`config.mk`:
```
export PLATFORM = sky130hd
export DESIGN_NAME = e1rlo_regs
export DESIGN_NICKNAME = d
export VERILOG_FILES = /design/src/e1rlo_pkg.sv /design/src/e1rlo_regs.sv
export SDC_FILE = /design/constraint.sdc
export NUM_CORES = 1
export LEC_CHECK = 0
export BUFFER_PORTS_ARGS = -buffer_cell sky130_fd_sc_hd__buf_4
export CAP_MARGIN = 20
export CORE_UTILIZATION = 53
export CTS_CLUSTER_DIAMETER = 50
export DETAILED_ROUTE_END_ITERATION = 6
export GPL_TIMING_DRIVEN = 1
export PLACE_DENSITY = 0.77
export SYNTH_ARGS = -nofsm -noshare
export SYNTH_HDL_FRONTEND = slang
export SYNTH_SLANG_ARGS = --single-unit
```
`constraint.sdc`:
```
create_clock -name clk_sys_i -period 3 [get_ports clk_sys_i]
set_input_delay 0 -clock clk_sys_i [delete_from_list [all_inputs] [get_ports clk_sys_i]]
set_output_delay 0 -clock clk_sys_i [all_outputs]
set_load 0.01 [all_outputs]
```
`src/e1rlo_pkg.sv`:
```
// Functional notes
// - One global mode bit: clear selects E1, set selects T1/J1; resets to one.
// - Eight per-framer receive line option registers, 80H apart from zero, reset zero.
// - Bypass bit clear routes data through jitter FIFO; set skips it, saving ~24 bits.
// - Freeze bit set stops the frame processor searching for alignment.
// - Freeze bit set holds signaling frozen; automatic frame-loss treats OOF as declared.
// - NFAS counting off: each FAS bit error counts, or one per pattern in word mode.
// - Word mode off, NFAS counting on: FAS bit errors plus NFAS second bit zero.
// - Both set: FAS plus next NFAS second bit form one 8-bit word, one error max.
// - Auto remote alarm off: RAI bit sent only when remote alarm force is set.
// - Auto remote alarm on: RAI sent while alignment lost, or while AIS received with condition select set.
// - A condition select bit adds received AIS to frame loss as a trigger for automatic RAI.
// - Auto trunk on red: replace receive data with trunk code while red alarm is one.
// - Auto trunk on frame loss: replace receive data while out-of-basic-frame is one.
// - Auto counter latch on: latch monitor and detector counters once every second.
// - Auto counter latch off: counters latch only on explicit host request.
package e1rlo_pkg;
    localparam int E1RLO_FRAMERS = 8;
    localparam logic [11:0] E1RLO_LINE_BASE = 12'h000;
    localparam logic [11:0] E1RLO_LINE_STRIDE = 12'h080;
    localparam logic [11:0] E1RLO_MODE_ADDR = 12'h400;
    localparam logic [11:0] E1RLO_CTRL_ADDR = 12'h404;
    localparam logic [11:0] E1RLO_IRQ_STAT_ADDR = 12'h408;
    localparam logic [11:0] E1RLO_IRQ_CLR_ADDR = 12'h40c;
    localparam logic [11:0] E1RLO_IRQ_EN_ADDR = 12'h410;
    localparam logic [11:0] E1RLO_FER_ADDR = 12'h418;
    localparam logic [7:0] E1RLO_LINE_RESET = 8'h00;
    localparam logic E1RLO_MODE_RESET = 1'b1;
    // Field positions of a line option register
    localparam int E1RLO_B_BYPASS = 7;
    localparam int E1RLO_B_FREEZE = 6;
    localparam int E1RLO_B_WORD = 5;
    localparam int E1RLO_B_NFAS = 4;
    localparam int E1RLO_B_AUTORAI = 3;
    localparam int E1RLO_B_AUTO_TRUNK_ON_RED = 2;
    localparam int E1RLO_B_AUTO_TRUNK_ON_FRAME_LOSS = 1;
    localparam int E1RLO_B_AUTOLATCH = 0;
    // Control register fields: remote alarm force, condition select, update request
    localparam int E1RLO_C_FORCE = 0;
    localparam int E1RLO_C_CSEL = 8;
    localparam int E1RLO_C_UPD = 16;
    localparam int E1RLO_SECOND_NS = 1000000000;
    localparam int E1RLO_CLK_NS = 8;
    localparam int E1RLO_SECOND_CYC = E1RLO_SECOND_NS / E1RLO_CLK_NS;
    localparam logic [6:0] E1RLO_FAS_WORD = 7'h1b;

    // Per-framer alarm and framing inputs from the receive datapath
    typedef struct packed {
        logic fas_valid;
        logic [6:0] fas_bits;
        logic nfas_valid;
        logic nfas_bit2;
        logic red_alarm;
        logic frame_loss_state;
        logic ais_rx;
    } e1rlo_rx_t;

    // Per-framer controls to the datapath
    typedef struct packed {
        logic rx_jitter_fifo_bypass;
        logic frame_search_freeze;
        logic signaling_freeze;
        logic tx_rai;
        logic trunk_condition;
        logic counter_latch;
        logic fer_inc;
    } e1rlo_ctl_t;
endpackage

```
`src/e1rlo_regs.sv`:
```
// Decided for this implementation: register access over Avalon-MM.
`timescale 1ns/1ps
module e1rlo_regs
    import e1rlo_pkg::*;
#(
    parameter int SECOND_CYC = E1RLO_SECOND_CYC
)
(
    input wire logic clk_sys_i,
    input wire logic reset_n_i,
    input wire logic [11:0] avs_address_i,
    input wire logic avs_read_i,
    input wire logic avs_write_i,
    input wire logic [31:0] avs_writedata_i,
    input wire logic [3:0] avs_byteenable_i,
    output logic [31:0] avs_readdata_o,
    output logic avs_waitrequest_o,
    input wire e1rlo_rx_t [E1RLO_FRAMERS-1:0] rx_i,
    output e1rlo_ctl_t [E1RLO_FRAMERS-1:0] ctl_o,
    output logic standard_mode_select_o,
    output logic irq_o
);
    localparam int N = E1RLO_FRAMERS;

    // Refuse a second period the counter cannot serve
    if (SECOND_CYC < 2)
    begin : g_second_check
        $error("SECOND_CYC too small");
    end

    typedef struct packed {
        logic [N-1:0][7:0] line;
        logic mode;
        logic [N-1:0] force_rai;
        logic [N-1:0] csel;
        logic wait_req;
        logic [N-1:0] fas_pend;
        logic [N-1:0] stat;
        logic [N-1:0] irq_en;
        logic [N-1:0][15:0] fer;
        logic [31:0] sec_cnt;
        logic [31:0] rdata;
        logic ack;
        logic irq;
        e1rlo_ctl_t [N-1:0] ctl;
    } e1rlo_state_t;

    e1rlo_state_t s_reg;
    e1rlo_state_t s_next;

    logic req;
    logic [2:0] fidx;
    logic line_hit;
    logic sec_tick;
    logic [11:0] fer_off;
    logic [N-1:0] upd_req;
    assign req = (avs_read_i || avs_write_i) && !s_reg.ack;
    assign fidx = avs_address_i[9:7];
    assign line_hit = (avs_address_i[11:10] == 2'b00) && (avs_address_i[6:0] == 7'h00);
    assign sec_tick = (s_reg.sec_cnt == 32'(SECOND_CYC - 1));
    assign fer_off = avs_address_i - E1RLO_FER_ADDR;
    // Host counter update request, one bit per framer
    assign upd_req = (req && avs_write_i && avs_address_i == E1RLO_CTRL_ADDR
        && avs_byteenable_i[2]) ? avs_writedata_i[E1RLO_C_UPD +: N] : '0;

    // Count bit errors in one FAS pattern against the expected FAS word
    function automatic logic [3:0] fas_errs(input logic [6:0] bits);
        logic [3:0] n;
        n = 4'h0;
        for (int b = 0; b < 7; b++)
            n = n + 4'(bits[b] ^ E1RLO_FAS_WORD[b]);
        return n;
    endfunction

    // Next-state logic: register bus, counters, framer controls
    always_comb
    begin
        logic [3:0] ferr;
        logic [3:0] add;
        logic [N-1:0] ev;
        logic [7:0] ln;
        ferr = 4'h0;
        add = 4'h0;
        ev = '0;
        ln = 8'h00;
        s_next = s_reg;
        s_next.ack = req;
        s_next.wait_req = !req;
        if (sec_tick)
            s_next.sec_cnt = 32'h0;
        else
            s_next.sec_cnt = s_reg.sec_cnt + 32'h1;
        // Register writes and reads answered one cycle after request
        if (req && avs_write_i && avs_byteenable_i[0])
        begin
            if (line_hit)
                s_next.line[fidx] = avs_writedata_i[7:0];
            else if (avs_address_i == E1RLO_MODE_ADDR)
                s_next.mode = avs_writedata_i[0];
            else if (avs_address_i == E1RLO_IRQ_EN_ADDR)
                s_next.irq_en = avs_writedata_i[N-1:0];
        end
        if (req && avs_write_i && avs_address_i == E1RLO_CTRL_ADDR)
        begin
            if (avs_byteenable_i[0])
                s_next.force_rai = avs_writedata_i[E1RLO_C_FORCE +: N];
            if (avs_byteenable_i[1])
                s_next.csel = avs_writedata_i[E1RLO_C_CSEL +: N];
        end
        if (req && avs_write_i && avs_address_i == E1RLO_IRQ_CLR_ADDR && avs_byteenable_i[0])
            s_next.stat = s_reg.stat & ~avs_writedata_i[N-1:0];
        s_next.rdata = 32'h0;
        if (req && avs_read_i)
        begin
            if (line_hit)
                s_next.rdata = {24'h0, s_reg.line[fidx]};
            else if (avs_address_i == E1RLO_MODE_ADDR)
                s_next.rdata = {31'h0, s_reg.mode};
            else if (avs_address_i == E1RLO_CTRL_ADDR)
                s_next.rdata = {16'h0, s_reg.csel, s_reg.force_rai};
            else if (avs_address_i == E1RLO_IRQ_STAT_ADDR)
                s_next.rdata = {24'h0, s_reg.stat};
            else if (avs_address_i == E1RLO_IRQ_EN_ADDR)
                s_next.rdata = {24'h0, s_reg.irq_en};
            else if (fer_off[11:5] == 7'h00 && fer_off[1:0] == 2'b00)
                s_next.rdata = {16'h0, s_reg.fer[fer_off[4:2]]};
        end
        for (int f = 0; f < N; f++)
        begin
            ln = s_reg.line[f];
            s_next.ctl[f].rx_jitter_fifo_bypass = ln[E1RLO_B_BYPASS];
            s_next.ctl[f].frame_search_freeze = ln[E1RLO_B_FREEZE];
            s_next.ctl[f].signaling_freeze = ln[E1RLO_B_FREEZE];
            // Remote alarm: forced, or automatic on frame loss or on AIS when selected
            s_next.ctl[f].tx_rai = s_reg.force_rai[f]
                || (ln[E1RLO_B_AUTORAI] && (rx_i[f].frame_loss_state
                || (s_reg.csel[f] && rx_i[f].ais_rx)));
            // Trunk conditioning while any enabled cause persists
            s_next.ctl[f].trunk_condition =
                (ln[E1RLO_B_AUTO_TRUNK_ON_RED] && rx_i[f].red_alarm)
                || (ln[E1RLO_B_AUTO_TRUNK_ON_FRAME_LOSS] && (rx_i[f].frame_loss_state
                || ln[E1RLO_B_FREEZE]));
            s_next.ctl[f].counter_latch = (ln[E1RLO_B_AUTOLATCH] && sec_tick) || upd_req[f];
            // Framing error counting in four modes
            ferr = fas_errs(rx_i[f].fas_bits);
            add = 4'h0;
            if (rx_i[f].fas_valid)
            begin
                if (ln[E1RLO_B_WORD] && ln[E1RLO_B_NFAS])
                    s_next.fas_pend[f] = (ferr != 4'h0);
                else if (ln[E1RLO_B_WORD])
                    add = (ferr != 4'h0) ? 4'h1 : 4'h0;
                else
                    add = ferr;
            end
            if (rx_i[f].nfas_valid && ln[E1RLO_B_NFAS])
            begin
                if (ln[E1RLO_B_WORD])
                begin
                    add = add + 4'((s_reg.fas_pend[f] || !rx_i[f].nfas_bit2) ? 1 : 0);
                    s_next.fas_pend[f] = 1'b0;
                end
                else
                    add = add + 4'(!rx_i[f].nfas_bit2);
            end
            s_next.ctl[f].fer_inc = (add != 4'h0);
            if (s_next.ctl[f].counter_latch)
                s_next.fer[f] = 16'(add);
            else
                s_next.fer[f] = s_reg.fer[f] + 16'(add);
            ev[f] = rx_i[f].red_alarm || rx_i[f].frame_loss_state;
        end
        // Sticky status: events win over clear
        s_next.stat = s_next.stat | ev;
        s_next.irq = |(s_next.stat & s_next.irq_en);
    end

    // State register
    always_ff @(posedge clk_sys_i or negedge reset_n_i)
    begin
        if (!reset_n_i)
        begin
            s_reg <= '0;
            s_reg.mode <= E1RLO_MODE_RESET;
            s_reg.wait_req <= 1'b1;
            for (int f = 0; f < N; f++)
                s_reg.line[f] <= E1RLO_LINE_RESET;
        end
        else
            s_reg <= s_next;
    end

    assign avs_readdata_o = s_reg.rdata;
    assign avs_waitrequest_o = s_reg.wait_req;
    assign ctl_o = s_reg.ctl;
    assign standard_mode_select_o = s_reg.mode;
    assign irq_o = s_reg.irq;
endmodule

```
==> impl_metrics.ini <==
[status]
outcome = complete, but fails checks
failed_checks = setup timing

[critical_path]
path_cells = buf_6 > fa_1 > fa_1 > fa_2 > fa_2 > o31ai_4 > nor2_4 > ha_4 > ha_4 > mux2i_4 > buf_6 > inv_4 > ha_4 > a21o_4 > a21oi_4 > nor2b_1 > o21ai_1 > xor2_1 > nor2_1
critPathLaunchType = input pin
crit_family = adder cells
end_kind = flop
r2r.worst_path.cells = 15
slowest_delay_ns = 0.55
path_depth = 19
arrival_ns = 4.36
critPathKind = in -> reg
critPathMostFrequentCell = ha_4
slowest_stage = fa_1
cp.required_ns = 3.42
crit_buf_inv = 3
path_max_fanout = 2

[global_routing]
grt.overflow.total = 0
grt_pass1_wl_mm = 91.4
grt_usage = 0.323
grt_max_degree = 98
antenna_found_initial = 2
grt_pass1_vias = 16900

[detailed_routing]
wl_per_cell_um = 23.2
antenna_left = 0
viasPerCell = 6.03
remaining_drc_errors = 0
drt_pass1_iterations = 7
finalWirelength_mm = 63.9
routed-via-count = 16600
drt-initial-drc-count = 1400

[floorplan]
dieArea_sq_um = 36700
fp.coreArea_sq_um = 35500
ioPinCount = 247
die_x_um = 191
die_h_um = 191
rows = 69
start_util = 0.536

[flow_run]
maxCapViolCount = 0

[timing]
rsz0062_at_grt = true
setup_ws_ns = -0.942
period_minus_slack_ns = 3.94
fin_crit_sh = 1.31
setup_tns_ns = -84.84
drv_slew = 0
max_freq_mhz = 254
hold_viol_final = 0
worst_pin_slew_ns = 0.754
slew_headroom = 0.497
setup_viol = 128
hold_ws_ns = 0.0480
clock_skew_ns = 0.0188

[yosys]
synth.largest_area_cell = dfrtp_1
netlist.area_leader.share = 0.434
avgSynthCellArea_sq_um = 10.7
yosysMostFrequentCell = dfrtp_1
syn_area_sq_um = 19000
yosysSeqAreaShare = 0.437
synth_edf_count = 0
ys_types = 62
postSynthCellCount = 1781
yosysWarnings = 0
synth-main-ff-cell = dfrtp_1
synth_commonest_cells = dfrtp_1 (330), nor2_1 (215), nand2_1 (143), mux2_2 (99), buf_4 (88)
ys_ff_latch = 332
async_flop_share = 1.00
synthTopCellsByArea = dfrtp_1 (43%), mux2_2 (5.9%), mux4_2 (5.0%)

[clock_tree]
cts_buffers = 41
worstSkewPairLatency_ns = 0.54
cts_buffer_depth = 3
ctsRootBufferMaster = clkbuf_16
clock-sinks = 332
path_clk_slew_ns = 0.06
htree_levels = 2
cts_tree = built

[pwr]
switching_share = 0.329
combPwrFrac = 0.367
powerDensity_nw_per_um2 = 646
power_switching_mw = 5.69
p_int_mw = 11.6
finalPower_mw = 17.3
pwr-share-seq = 0.334
clkPwrFrac = 0.299
peakVddDrop_uv = 587
total_leakage_power_nw = 12.4

[place]
place.gp.congestion = 0.946
dp.cells = 2485
dp_hpwl_mm = 39.7
port_buffers = 221

[hold_path]
holdCritPathClass = in -> reg
whs_path_depth = 3

[final_layout]
utilization = 0.754
drive_gt1_frac = 0.424
fin_nets = 2502
area_growth_pct = 40.6
insertedDiodeCount = 0
largest_reg_flops = 249
final_cell_count_no_fill = 2749
cells by family (layout without fill, tap and decap cells):
group | after synthesis | after routing | share of synthesized area
buffers and inverters | 234 | 726 | 0.0654
adders and majority gates | 90 | 90 | 0.0750
AOI/OAI and AO/OA | 216 | 216 | 0.0761
muxes | 195 | 195 | 0.138
other | 1 | 16 | 0.000197
DFF | 332 | 332 | 0.437
xor gates and xnor gates | 142 | 142 | 0.0654
and+or+nand+nor | 571 | 571 | 0.143
worst paths after layout:
| kind | from | end | slack, ns |
|---|---|---|---|
| worst max-delay path | rx_i[20] | s_reg[143]$_DFF_PN0_ | -0.94 |
| worst min-delay path | avs_address_i[6] | s_reg[261]$_DFF_PN0_ | 0.05 |
| worst max register to register | s_reg[345]$_DFFE_PN0P_ | s_reg[228]$_DFF_PN0_ | -0.18 |
| worst min register to register | s_next[55]$_DFFE_PN0P_ | ctl_o[55]$_DFF_PN0_ | 0.40 |
| max in group asynchronous | reset_n_i | s_reg[213]$_DFF_PN0_ | 1.96 |
| min in group asynchronous | reset_n_i | s_next[11]$_DFFE_PN0P_ | 0.07 |
tightest hold or removal path: stages:
cell and delay [ns]:
buf_4 0.14, nor4_4 0.10, a31oi_1 0.26
power groups by stage:
stage / Clock (mW) / Sequential, mW / Combinational [mW]
2_1_floorplan: 0 / 5.48 / 2.88
3_3_place_gp: 0 / 5.66 / 4.16
3_5_place_dp: 0 / 5.68 / 4.36
4_1_cts: 5.18 / 5.66 / 5.33
5_1_grt: 5.38 / 5.80 / 6.72
6_report: 5.17 / 5.77 / 6.35
timing repair:
action,in CTS,in global routing
hold buffers,91,0
gates resized for setup,181,124
setup buffers,64,52
pin swaps,175,144
endpoints found under the setup margin,129,132
endpoints found under the hold margin,244,0
layout by cell type, fill, tap and decap left out, drive strengths merged, types with 16 or more instances in the layout:
cell type and count:
a21o 22, a21oi 40, a32o 16, and3 18, buf 474, clkbuf 58, conb 16, dfrtp 330
dlygate4sd3 91, fa 40, ha 50, inv 90, mux2 105, mux2i 48, mux4 42, nand2 143
nand3 42, nand4 29, nor2 215, nor2b 33, nor3 30, o211ai 16, o21a 16, o21ai 47
o31ai 16, xnor2 70, xor2 72
per-stage QoR:
step | instance area (sq um) | setup WS [ns]
2_1_floorplan | 19800 | -1.09
3_3_place_gp | 22300 | -1.39
3_5_place_dp | 22300 | -1.48
4_1_cts | 25900 | -0.862
5_1_grt | 26800 | -1.07
6_report | 26800 | -0.942
layer usage:
metal / up-vias / GRT usage / routed length (um)
li1: 7031 / - / -
met1: 8280 / 0.408 / 23700
met2: 992 / 0.553 / 31400
met3: 256 / 0.0512 / 5370
met4: 4 / 0.134 / 3420
met5: - / 0 / 23
cell type report:
class,instances,area (sq um)
tap,461,577
timing repair buffer,565,4750
fill,2041,8720
sequential,332,8310
clock inverter,17,214
multi-input combinational,1230,11400
inverter,86,328
clock buffer,58,1190
Power figures use the tool's default switching activity.
